File: config.mk
export PLATFORM = sky130hd
export DESIGN_NAME = ipi_process_image
export DESIGN_NICKNAME = d
export VERILOG_FILES = /design/src/ipi_pkg.sv /design/src/ipi_avg_if.sv /design/src/ipi_averager.sv /design/src/ipi_process_image.sv
export VERILOG_INCLUDE_DIRS = /design/src
export SDC_FILE = /design/constraint.sdc
export NUM_CORES = 1
export LEC_CHECK = 0
export BUFFER_PORTS_ARGS = -buffer_cell sky130_fd_sc_hd__buf_2
export CAP_MARGIN = 40
export CORE_AREA = 2 2 277 279
export DETAILED_ROUTE_END_ITERATION = 10
export DIE_AREA = 0 0 279 281
export PLACE_DENSITY = 0.77
export SYNTH_ARGS = -nofsm -noshare
export SYNTH_HDL_FRONTEND = slang
export SYNTH_SLANG_ARGS = --single-unit
File: constraint.sdc
create_clock -name pclk -period 4 [get_ports pclk]
set_input_delay 0.8 -clock pclk [delete_from_list [all_inputs] [get_ports pclk]]
set_output_delay 0.8 -clock pclk [all_outputs]
set_load 0.01 [all_outputs]
File: src/ipi_cfg.svh
`ifndef IPI_CFG_SVH
`define IPI_CFG_SVH
// register byte addresses (apb word aligned)
`define IPI_OFS_SWITCH 12'h000
`define IPI_OFS_AN0 12'h004
`define IPI_OFS_AN1 12'h008
`define IPI_OFS_PINSENSE 12'h00c
`define IPI_OFS_PINROLE 12'h010
`define IPI_OFS_PINOUT 12'h014
`define IPI_OFS_RETCTRL 12'h018
`define IPI_OFS_TEMP0 12'h020
`define IPI_OFS_BK_TO_DEV 12'h040
`define IPI_OFS_BK_TO_HOST 12'h060
// field layout
`define IPI_AN_BITS 10
`define IPI_AN_MAX 10'h3ff
`define IPI_AVG_COUNT 4'ha
`define IPI_BACKUP_BYTES 32
`define IPI_ROLE_RESET 8'h00
`define IPI_RETCTRL_EN_BIT 0
`define IPI_RETCTRL_FINE_BIT 1
`endif

File: src/ipi_pkg.sv
package ipi_pkg;
   typedef enum logic [1:0] {IPI_ROLE_IN = 2'b00, IPI_ROLE_OUT = 2'b01, IPI_ROLE_SENSOR = 2'b11} ipi_role_t;
   typedef enum logic [1:0] {IPI_AV_IDLE = 2'b00, IPI_AV_SUM = 2'b01, IPI_AV_DIV = 2'b11} ipi_avg_state_t;
endpackage

File: src/ipi_avg_if.sv
`timescale 1ns/10ps
interface ipi_avg_if;
   logic sample_valid;
   logic [9:0] sample;
   logic result_valid;
   logic [9:0] result;
   modport avg (input sample_valid, input sample, output result_valid, output result);
   modport user (output sample_valid, output sample, input result_valid, input result);
endinterface

File: src/ipi_averager.sv
`timescale 1ns/10ps
`include "ipi_cfg.svh"
module ipi_averager (
   input wire logic pclk,
   input wire logic presetn,
   ipi_avg_if.avg port_a
);
   logic [13:0] sum_ff;
   logic [3:0] cnt_ff;
   logic [13:0] quot_ff;
   logic [13:0] rem_ff;
   ipi_pkg::ipi_avg_state_t st_ff;
   logic [9:0] res_ff;
   logic rv_ff;

   // accumulate ten conversions, then divide by repeated subtraction
   always_ff @(posedge pclk or negedge presetn)
   begin
      if (!presetn)
      begin
         sum_ff <= 14'h0000;
         cnt_ff <= 4'h0;
         quot_ff <= 14'h0000;
         rem_ff <= 14'h0000;
         st_ff <= ipi_pkg::IPI_AV_IDLE;
         res_ff <= 10'h000;
         rv_ff <= 1'b0;
      end
      else
      begin
         rv_ff <= 1'b0;
         unique case (st_ff)
            ipi_pkg::IPI_AV_IDLE, ipi_pkg::IPI_AV_SUM:
            begin
               if (port_a.sample_valid)
               begin
                  sum_ff <= sum_ff + {4'h0, port_a.sample};
                  cnt_ff <= cnt_ff + 4'h1;
                  st_ff <= ipi_pkg::IPI_AV_SUM;
                  if (cnt_ff == `IPI_AVG_COUNT - 4'h1)
                  begin
                     rem_ff <= sum_ff + {4'h0, port_a.sample};
                     quot_ff <= 14'h0000;
                     st_ff <= ipi_pkg::IPI_AV_DIV;
                  end
               end
            end
            ipi_pkg::IPI_AV_DIV:
            begin
               // slow divide, at most 1023 steps, far below any sample rate
               if (rem_ff >= 14'd10)
               begin
                  rem_ff <= rem_ff - 14'd10;
                  quot_ff <= quot_ff + 14'h0001;
               end
               else
               begin
                  // mean of 10-bit values never exceeds 1023; clamp anyway
                  res_ff <= (quot_ff > 14'h03ff) ? `IPI_AN_MAX : quot_ff[9:0];
                  rv_ff <= 1'b1;
                  sum_ff <= 14'h0000;
                  cnt_ff <= 4'h0;
                  st_ff <= ipi_pkg::IPI_AV_IDLE;
               end
            end
            default:
               st_ff <= ipi_pkg::IPI_AV_IDLE;
         endcase
      end
   end

   assign port_a.result = res_ff;
   assign port_a.result_valid = rv_ff;
endmodule // ipi_averager

File: src/ipi_process_image.sv
// Design decisions made here: the APB slave port and the register offsets.
`timescale 1ns/10ps
`include "ipi_cfg.svh"
// Contract
// backup area is 32 bytes each way, format free
// bytes to device are accepted on every exchange, retention or not
// with retention on, last bytes survive supply loss, returned after start-up
// eight switch inputs packed in one byte, input zero at bit 0
// switch bit is 0 when idle, 1 with voltage applied
// analog 10-bit result in 16-bit word, top two bits in high byte 1..0
// analog result is the mean of ten successive conversions
// analog results lie within 0..1023
// pin state byte: four pins in bits 3..0, bits 7..4 unassigned
// all four pins are inputs after reset
// each pin selectable as input, output or sensor via its role byte; code packs two role bits per pin into one byte at the role register
// sensor mode: per-pin 16-bit temperature word, pins zero to three
// coarse sensor: whole degrees times 256, no fraction
// fine sensor: tenths of a degree
// fine sensor: negative flagged by msb of high byte
// input and temperature bytes read zero until first valid data
// unassigned analog high and pin byte bits read zero
module ipi_process_image #(
   parameter int NUM_PINS = 4,
   parameter int NUM_AN = 2
) (
   input wire logic pclk,
   input wire logic presetn,
   input wire logic psel,
   input wire logic penable,
   input wire logic pwrite,
   input wire logic [11:0] paddr,
   input wire logic [31:0] pwdata,
   input wire logic [3:0] pstrb,
   output logic [31:0] prdata,
   output logic pready,
   output logic pslverr,
   input wire logic [7:0] switch_in,
   input wire logic [NUM_AN-1:0] an_sample_valid,
   input wire logic [NUM_AN*10-1:0] an_sample,
   input wire logic [NUM_PINS-1:0] pin_in,
   output logic [NUM_PINS-1:0] pin_out,
   output logic [NUM_PINS-1:0] pin_oe_n,
   input wire logic [NUM_PINS-1:0] sensor_valid,
   input wire logic [NUM_PINS-1:0] sensor_fine,
   input wire logic [NUM_PINS-1:0] sensor_neg,
   input wire logic [NUM_PINS*16-1:0] sensor_raw,
   input wire logic supply_fail,
   output logic retain_save,
   output logic [255:0] retain_save_data,
   input wire logic retain_restore_valid,
   input wire logic [255:0] retain_restore_data
);
   logic [7:0] switch_ff;
   logic [9:0] an_ff [NUM_AN];
   logic [7:0] role_ff [NUM_PINS];
   logic [NUM_PINS-1:0] pin_out_ff;
   logic [NUM_PINS-1:0] pin_sense_ff;
   logic [15:0] temp_ff [NUM_PINS];
   logic [7:0] bk_dev_ff [`IPI_BACKUP_BYTES];
   logic [7:0] bk_host_ff [`IPI_BACKUP_BYTES];
   logic ret_en_ff;
   logic save_ff;
   logic fail_d_ff;
   logic [31:0] nxt_rdata;
   logic nxt_err;
   logic wr_acc;
   logic rd_acc;

   ////////////////////////////////////////////////////////////////
   // apb: zero wait states, every access completes in one access cycle
   assign pready = 1'b1;
   assign wr_acc = psel && penable && pwrite;
   assign rd_acc = psel && penable && !pwrite;

   ////////////////////////////////////////////////////////////////
   // switch inputs sampled straight; idle low, driven high
   // switch byte packing
   always_ff @(posedge pclk or negedge presetn)
   begin
      if (!presetn)
         switch_ff <= 8'h00;
      else
         switch_ff <= switch_in;
   end

   ////////////////////////////////////////////////////////////////
   // analog averaging, one averager per channel
   genvar gi;
   generate
      for (gi = 0; gi < NUM_AN; gi++)
      begin : g_an
         ipi_avg_if av ();
         assign av.sample_valid = an_sample_valid[gi];
         assign av.sample = an_sample[gi*10 +: 10];
         // ten-sample mean
         ipi_averager u_avg (
            .pclk(pclk),
            .presetn(presetn),
            .port_a(av.avg)
         );
         // zero until first mean
         always_ff @(posedge pclk or negedge presetn)
         begin
            if (!presetn)
               an_ff[gi] <= 10'h000;
            else if (av.result_valid)
               an_ff[gi] <= av.result;
         end
      end
   endgenerate

   ////////////////////////////////////////////////////////////////
   // pin roles; outputs driven only in output role
   // reset to input
   always_ff @(posedge pclk or negedge presetn)
   begin
      if (!presetn)
      begin
         for (int i = 0; i < NUM_PINS; i++)
            role_ff[i] <= `IPI_ROLE_RESET;
         pin_out_ff <= '0;
      end
      else if (wr_acc && pstrb[0])
      begin
         for (int i = 0; i < NUM_PINS; i++)
            if (paddr == `IPI_OFS_PINROLE)
               role_ff[i] <= {6'h00, pwdata[i*2 +: 2]};
         if (paddr == `IPI_OFS_PINOUT)
            pin_out_ff <= pwdata[NUM_PINS-1:0];
      end
   end

   // role decode
   always_comb
   begin
      for (int i = 0; i < NUM_PINS; i++)
      begin
         pin_oe_n[i] = !(role_ff[i][1:0] == ipi_pkg::IPI_ROLE_OUT);
         pin_out[i] = pin_out_ff[i];
      end
   end

   // pin sense; pins in sensor role report zero since the line belongs to the sensor
   always_ff @(posedge pclk or negedge presetn)
   begin
      if (!presetn)
         pin_sense_ff <= '0;
      else
         for (int i = 0; i < NUM_PINS; i++)
            pin_sense_ff[i] <= (role_ff[i][1:0] == ipi_pkg::IPI_ROLE_SENSOR) ? 1'b0 : pin_in[i];
   end

   ////////////////////////////////////////////////////////////////
   // temperature words, formatted per sensor type
   // per-pin word update
   always_ff @(posedge pclk or negedge presetn)
   begin
      if (!presetn)
      begin
         // zero until first reading
         for (int i = 0; i < NUM_PINS; i++)
            temp_ff[i] <= 16'h0000;
      end
      else
      begin
         for (int i = 0; i < NUM_PINS; i++)
            if (sensor_valid[i] && role_ff[i][1:0] == ipi_pkg::IPI_ROLE_SENSOR)
            begin
               if (sensor_fine[i])
                  // tenths, sign in msb
                  temp_ff[i] <= {sensor_neg[i], sensor_raw[i*16 +: 15]};
               else
                  // whole degrees in high byte
                  temp_ff[i] <= {sensor_raw[i*16 +: 8], 8'h00};
            end
      end
   end

   ////////////////////////////////////////////////////////////////
   // backup bytes: host writes freely, save fires on supply loss while retention is enabled
   // outbound area always writable
   always_ff @(posedge pclk or negedge presetn)
   begin
      if (!presetn)
      begin
         for (int i = 0; i < `IPI_BACKUP_BYTES; i++)
            bk_dev_ff[i] <= 8'h00;
         ret_en_ff <= 1'b0;
      end
      else if (wr_acc)
      begin
         for (int i = 0; i < `IPI_BACKUP_BYTES; i++)
            if (paddr == `IPI_OFS_BK_TO_DEV + 12'(4 * (i / 4)) && pstrb[i % 4])
               bk_dev_ff[i] <= pwdata[(i % 4) * 8 +: 8];
         if (paddr == `IPI_OFS_RETCTRL && pstrb[0])
            ret_en_ff <= pwdata[`IPI_RETCTRL_EN_BIT];
      end
   end

   // save on supply-fail rising edge, restore at start-up
   always_ff @(posedge pclk or negedge presetn)
   begin
      if (!presetn)
      begin
         fail_d_ff <= 1'b0;
         save_ff <= 1'b0;
      end
      else
      begin
         fail_d_ff <= supply_fail;
         save_ff <= supply_fail && !fail_d_ff && ret_en_ff;
      end
   end

   always_ff @(posedge pclk or negedge presetn)
   begin
      if (!presetn)
         for (int i = 0; i < `IPI_BACKUP_BYTES; i++)
            bk_host_ff[i] <= 8'h00;
      else if (retain_restore_valid)
         for (int i = 0; i < `IPI_BACKUP_BYTES; i++)
            bk_host_ff[i] <= retain_restore_data[i*8 +: 8];
   end

   assign retain_save = save_ff;
   always_comb
   begin
      for (int i = 0; i < `IPI_BACKUP_BYTES; i++)
         retain_save_data[i*8 +: 8] = bk_dev_ff[i];
   end

   ////////////////////////////////////////////////////////////////
   // read mux; unmapped addresses answer pslverr
   // packing with zero fill
   always_comb
   begin
      nxt_rdata = 32'h0000_0000;
      nxt_err = 1'b0;
      if (paddr == `IPI_OFS_SWITCH)
         nxt_rdata = {24'h00_0000, switch_ff};
      else if (paddr == `IPI_OFS_AN0)
         nxt_rdata = {22'h00_0000, an_ff[0]};
      else if (paddr == `IPI_OFS_AN1)
         nxt_rdata = {22'h00_0000, an_ff[NUM_AN-1]};
      else if (paddr == `IPI_OFS_PINSENSE)
         nxt_rdata = {{(32-NUM_PINS){1'b0}}, pin_sense_ff};
      else if (paddr == `IPI_OFS_PINROLE)
      begin
         for (int i = 0; i < NUM_PINS; i++)
            nxt_rdata[i*2 +: 2] = role_ff[i][1:0];
      end
      else if (paddr == `IPI_OFS_PINOUT)
         nxt_rdata = {{(32-NUM_PINS){1'b0}}, pin_out_ff};
      else if (paddr == `IPI_OFS_RETCTRL)
         nxt_rdata = {31'h0000_0000, ret_en_ff};
      else if (paddr >= `IPI_OFS_TEMP0 && paddr < `IPI_OFS_TEMP0 + 12'(4 * NUM_PINS))
         nxt_rdata = {16'h0000, temp_ff[paddr[3:2]]};
      else if (paddr >= `IPI_OFS_BK_TO_DEV && paddr < `IPI_OFS_BK_TO_DEV + 12'h020)
         nxt_rdata = {bk_dev_ff[{paddr[4:2], 2'd3}], bk_dev_ff[{paddr[4:2], 2'd2}],
                      bk_dev_ff[{paddr[4:2], 2'd1}], bk_dev_ff[{paddr[4:2], 2'd0}]};
      else if (paddr >= `IPI_OFS_BK_TO_HOST && paddr < `IPI_OFS_BK_TO_HOST + 12'h020)
         nxt_rdata = {bk_host_ff[{paddr[4:2], 2'd3}], bk_host_ff[{paddr[4:2], 2'd2}],
                      bk_host_ff[{paddr[4:2], 2'd1}], bk_host_ff[{paddr[4:2], 2'd0}]};
      else
         nxt_err = 1'b1;
   end

   // read data only meaningful in the access phase
   assign prdata = rd_acc ? nxt_rdata : 32'h0000_0000;
   assign pslverr = psel && penable && nxt_err;
endmodule // ipi_process_image

**Yosys cells after proc, flatten, opt, wreduce, memory -nomap -nowiden**

Index checks and enable logic that the tools add are counted.
W data, S select, Z words.

- Flip-flop bits (word level): 741
- Input bits: 421
- Word-level logic and storage cells: 362

- $add $sub $neg: 8
- $lt $le $gt $ge: 15
- Eq/ne operators: 36
- Multiplexer cells: 99
- Bitwise operators: 7
- Reduce and logical (&&, ||, !) cells: 103

Operators with widths:

| cell | count |
|---|---|
| $bmux W8 S5 | 8 |
| $mux W32 | 10 |
| $mux W14 | 16 |
| $pmux W14 S2 | 6 |
| $mux W8 | 17 |
| $eq A12 B7 Y1 const B | 8 |
| $mux W16 | 6 |
| $reduce_and A2 Y1 | 39 |
| $logic_and A1 B1 Y1 | 47 |
| $eq A12 B5 Y1 const B | 3 |
| $bmux W16 S2 | 1 |
| $add A14 B1 Y14 const B | 2 |
| $add A14 B10 Y14 | 2 |
| $ge A14 B4 Y1 const B | 2 |
| $gt A14 B10 Y1 const B | 2 |
| $sub A14 B4 Y14 const B | 2 |
| $eq A12 B4 Y1 const B | 2 |
| $ge A12 B7 Y1 const B | 2 |
| $ge A6 B6 Y1 const B | 4 |
| $mux W24 | 1 |
| $not A5 Y6 | 4 |
| $mux W10 | 2 |
| $mux W1 | 18 |
| $mux W4 | 4 |
| other kinds (24) | 60 |

**Logic depth before layout (Yosys ltp)**

- Depth in word-level cells: 15
- Mapped depth: 10
- Gate-level depth less buffers: 8

**Hierarchy**

A second synthesis with hierarchy kept.

- Cells, all modules: 2654
- Area total of the unflattened synthesis: 35303.9 sq um

Modules (own cells, without submodules):

| module | times used | cells an instance | area an instance (sq um) | sequential area each (sq um) |
|---|---|---|---|---|
| ipi_process_image | 1 | 1927 | 28672.5 | 15590.0 |
| ipi_averager (g_an[1].u_avg) | 1 | 361 | 3328.2 | 1451.4 |
| ipi_averager (g_an[0].u_avg) | 1 | 366 | 3303.2 | 1451.4 |

**Least setup slack after synthesis**

No wires, ideal clock.

- Path type: input port to output port
- Start: input paddr[2]
- End: output prdata[8]
- Data arrival time: 2.549 ns
- Required time: 3.200 ns
- Setup slack: 0.651 ns
- Stages on the path: 9
- Path buffers: 3
- Path through: buf_6 buf_6 buf_2 mux4_2 nand3_1 o21ai_0 o2bb2ai_1 a222oi_1 nor2_1

- Longest elaborated chain between the ends: 15
- Elaborated cells on any way between the ends: 38

RTL lines:

| what | line | text |
|---|---|---|
| from (decl) | ipi_process_image.sv:31 | `input wire logic [11:0] paddr,` |
| $not A5 Y6 (implied by the code) | ipi_process_image.sv:260, ipi_process_image.sv:263 |  |
| $bmux W8 S5 | ipi_process_image.sv:263 | `bk_host_ff[{paddr[4:2], 2'd1}], bk_host_ff[{paddr[4:2], 2'd0}]};` |
| $mux W8 (implied by the code) (2 in series) | ipi_process_image.sv:263 |  |
| $mux W32 | ipi_process_image.sv:261 | `` else if (paddr >= `IPI_OFS_BK_TO_HOST && paddr < `IPI_OFS_BK_TO_HOST + 12'h020) `` |
| $mux W32 | ipi_process_image.sv:258 | `` else if (paddr >= `IPI_OFS_BK_TO_DEV && paddr < `IPI_OFS_BK_TO_DEV + 12'h020) `` |
| $mux W32 | ipi_process_image.sv:256 | `` else if (paddr >= `IPI_OFS_TEMP0 && paddr < `IPI_OFS_TEMP0 + 12'(4 * NUM_PINS)) `` |
| $mux W32 | ipi_process_image.sv:254 | `` else if (paddr == `IPI_OFS_RETCTRL) `` |
| $mux W32 | ipi_process_image.sv:252 | `` else if (paddr == `IPI_OFS_PINOUT) `` |
| $mux W24 | ipi_process_image.sv:247 | `` else if (paddr == `IPI_OFS_PINROLE) `` |
| $mux W32 | ipi_process_image.sv:245 | `` else if (paddr == `IPI_OFS_PINSENSE) `` |
| $mux W32 | ipi_process_image.sv:243 | `` else if (paddr == `IPI_OFS_AN1) `` |
| $mux W32 | ipi_process_image.sv:241 | `` else if (paddr == `IPI_OFS_AN0) `` |
| $mux W32 (*) | ipi_process_image.sv:239 | `` if (paddr == `IPI_OFS_SWITCH) `` |
| $mux W32 (*) | ipi_process_image.sv:269 | `assign prdata = rd_acc ? nxt_rdata : 32'h0000_0000;` |
| to (decl) | ipi_process_image.sv:34 | `output logic [31:0] prdata,` |

Every way passes the cells marked *; elsewhere a longest branch is shown, timed or not. The select of a mux whose other input is x is not followed.

**Worst setup path in the final report**

- Start: input paddr[2]
- End: output prdata[18]

- Longest elaborated chain between the ends: 15
- Elaborated cells on any way between the ends: 34

RTL lines:

| what | line | text |
|---|---|---|
| $not A5 Y6 (implied by the code) | ipi_process_image.sv:259, ipi_process_image.sv:262 |  |
| $bmux W8 S5 | ipi_process_image.sv:262 | `nxt_rdata = {bk_host_ff[{paddr[4:2], 2'd3}], bk_host_ff[{paddr[4:2], 2'd2}],` |
| $mux W8 (implied by the code) (2 in series) | ipi_process_image.sv:262 |  |
| $mux W32 | ipi_process_image.sv:261 |  |
| $mux W32 | ipi_process_image.sv:258 |  |
| $mux W32 | ipi_process_image.sv:256 |  |
| $mux W32 | ipi_process_image.sv:254 |  |
| $mux W32 | ipi_process_image.sv:252 |  |
| $mux W24 | ipi_process_image.sv:247 |  |
| $mux W32 | ipi_process_image.sv:245 |  |
| $mux W32 | ipi_process_image.sv:243 |  |
| $mux W32 | ipi_process_image.sv:241 |  |
| $mux W32 (*) | ipi_process_image.sv:239 |  |
| $mux W32 (*) | ipi_process_image.sv:269 |  |

Marked as above.

==> key figures <==
Pwr
  – Static leakage: 20.92 nW
  – Tot Pwr: 20.93 mW
  – Int Pwr: approximately 15 mW
  – VDD IR max: roughly 0.00047 V
  – P_sw: 6.165 mW
  – Clk pwr share: between 30% and 40%
  – PD cells: 481.0 nW/um^2
  – Logic pwr share: 19.4%
  – Sw frac: between 20 and 30%
  – Seq pwr share: between 40% and 50%

Setup path
  – Worst path bufs/invs: 4
  – CP max stage cell: mux4_2
  – Worst stage delay on the critical path: between 600 and 700 ps
  – Crit Path Max Fanout: 30
  – CP cell instances: buf_8, buf_12, buf_12, mux4_2, mux4_2, nor2b_1, buf_2
  – Arrival time at the worst endpoint: 3090 ps
  – Crit start category: primary input
  – WP data required: 3200 ps
  – Crit path kind: primary input to output pin
  – CP Capture Type: output pin
  – Crit path max-delay family: multiplexers

CTS
  – CTS Buf Count: 80
  – Skew-Pair Late Insertion Delay: about 630 ps
  – CTS tree: done
  – Sink Count: 739
  – Hold-fix buffers, CTS: 0
  – Clk root buf: clkbuf_16
  – Clock transition at path regs: 60 ps
  – H-Tree Level Count: 3
  – Max clock buf depth: 3

Place
  – Port-buffer cells: ~700
  – RePlAce Congestion: 0.9411
  – Placed cell count: about 4300
  – Pre-CTS setup slack: ~42 ps
  – DP HPWL: approximately 87 mm
  – DP Area: 40600 um^2

Routing
  – Drt total wl: ~120 mm
  – Wire length per cell: 25.59 um
  – Drt first pass iters: 6
  – Detailed Route Iter0 Violations: about 2200
  – Post-route DRC: 0
  – Vias/cell: 5.850
  – Via Count: approximately 26000
  – Final antenna-violating net count: 0

Synthesis
  – Synth Cell Area: 35180 um^2
  – Asr flop ratio synth: 100.0%
  – Unique masters post-synth: 73
  – Yosys reg bits: between 700 and 800
  – Top-area cell type share of the netlist area: 52.57%
  – Post-synth EDFFs: 0
  – Cells after Synth: roughly 2700
  – Syn_nets: roughly 3100
  – Post-synth top area cell: dfrtp_1
  – Most common cell in the synthesized netlist: dfrtp_1
  – Sequential-to-total area share from yosys stat: between 50% and 60%
  – Synthesized area per cell: roughly 13 um^2
  – Synth top cells by count: dfrtp_1, mux2_2, nand2_1, mux4_2, o21ai_0
  – Top cells by area, synth: dfrtp_1, mux2_2, mux4_2
  – Most used DFF post-synth: dfrtp_1
  – Synth warnings: 0

Global routing
  – Vias in the first global route: between 20000 and 30000
  – Routing usage on met1: 38.29%
  – Met2 global-route usage: a little under half
  – Largest net degree at the start of global routing: between 90 and 100
  – Grt ovf: 0
  – Initial antenna violation count: 46
  – GRT Overall Usage: between 20 and 30%
  – First-pass GRT wire length: 169.8 mm
  – GR peak layer: met2
  – Met3 Resource Use GR: under 10%

Floorplan
  – IO Count: 720
  – Die outline height: 281 um
  – Core Box Area: ~75000 um^2
  – FP Rows: 101
  – Die area: between 70000 and 80000 um^2
  – Initial Util: 46.63%
  – Die X: around 280 um

STA
  – Minimum clock period: 3890 ps
  – Hold slack final: 166.2 ps
  – Max Slew Vio Count: 0
  – Final setup vio count: 0
  – Setup TNS: 0 ps
  – Worst Max-Slew Pin Slew: 774.5 ps
  – F_max: around 260 MHz
  – Worst Slack Setup Final: 110.2 ps
  – Worst Skew: about 23 ps
  – Slew HR: ~48%
  – RSZ-0062 raised after global routing: no
  – Final period utilization: 97.25%
  – Final Hold Vio Count: 0

Run status
  – Outcome: complete, no violations

Cells and area
  – Share of cells above drive strength 1: about half
  – Fill count: roughly 6000
  – Non-Filler Instances: between 4000 and 5000
  – Design area: 43510 um^2
  – Layout net count: just under 4000
  – Final Util: between 50% and 60%
  – Area Overhead vs Synth: 23.68%

Job
  – Max Cap Viol: 0

Min path
  – Worst min-delay path class: primary input to async pin
## path summary, 6_finish.rpt
check                                                     from                                  end  slack [ps]  depth (start not counted)
setup / recovery                                      paddr[2]                           prdata[18]         110                          7
hold / removal                                         presetn  g_an[0].u_avg.sum_ff[5]$_DFFE_PN0P_         170                          1
setup reg to reg           g_an[1].u_avg.rem_ff[6]$_DFFE_PN0P_  g_an[1].u_avg.rem_ff[6]$_DFFE_PN0P_        1430                          6
hold reg to reg                            fail_d_ff$_DFF_PN0_                retain_save$_DFF_PN0_         420                          1
max in group asynchronous                              presetn              temp_ff[21]$_DFFE_PN0P_        2710                          2
min in group pclk                                 switch_in[4]               switch_ff[4]$_DFF_PN0_         280                          1
## layout by cell type, fill, tap and decap left out, drive strengths merged, types with 31 or more instances in the layout
cell type,n
o21ai,145
clkbuf,117
nor2,160
dfrtp,739
diode,36
mux2,546
a21oi,65
nand2,198
nor3,43
mux4,148
mux2i,84
nand3,60
buf,840
xnor2,31
## registers in the layout (all words and copies together), names as in the netlist, 8 cells and up
| register | count |
|---|---|
| an_ff | 20 |
| bk_host_ff | 256 |
| g_an.u_avg.cnt_ff | 8 |
| g_an.u_avg.port_a.result | 20 |
| g_an.u_avg.quot_ff | 28 |
| g_an.u_avg.rem_ff | 26 |
| g_an.u_avg.sum_ff | 28 |
| retain_save_data | 256 |
| role_ff | 8 |
| switch_ff | 8 |
| temp_ff | 64 |
## cell families (layout without fill, tap and decap cells)
family                     count (synthesis)  after routing  synth area share [%]
xor gates and xnor gates                  45             45                 1.120
AOI/OAI and AO/OA                        335            335                 5.826
adders and majority gates                 30             30                 1.110
muxes                                    778            778                 29.34
DFF                                      739            739                 52.57
buffers and inverters                    162           1013                 2.009
and+or+nand+nor                          572            572                 8.016
other                                      1             37               0.01066
## final cells by class
| cell class | instances | area [um^2] | area share (%) |
|---|---|---|---|
| Clock buffer | 117 | 2321 | 5.334 |
| Clock inverter | 31 | 493.0 | 1.133 |
| Multi-Input combinational cell | 1761 | 15990 | 36.74 |
| Timing Repair Buffer | 840 | 4808 | 11.05 |
| Antenna cell | 36 | 90.09 | 0.2070 |
| Sequential cell | 739 | 18490 | 42.50 |
| Tap cell | 978 | 1224 | 2.812 |
| Inverter | 25 | 93.84 | 0.2157 |
## repair_timing
action                     in CTS  in global routing
setup endpoints to repair       0                  4
resized for setup               0                  2
setup buffers                   0                  0
## power groups by stage
stage / logic [mW] / registers [mW] / clock network (mW)
floorplan: 2.81 / 8.88 / 0
global placement: 3.89 / 9.08 / 0
detailed placement: 4.01 / 9.13 / 0
CTS: 4.05 / 9.00 / 7.93
global route: 4.50 / 9.12 / 8.24
finish: 4.06 / 9.02 / 7.85
## per-layer routing
layer	part of all wire, %	vias up
met2	47	1157
met1	41	13515
met5	0.11	-
met3	8.3	300
met4	4.0	22
li1	-	11491
Power figures use the tool's default switching activity.
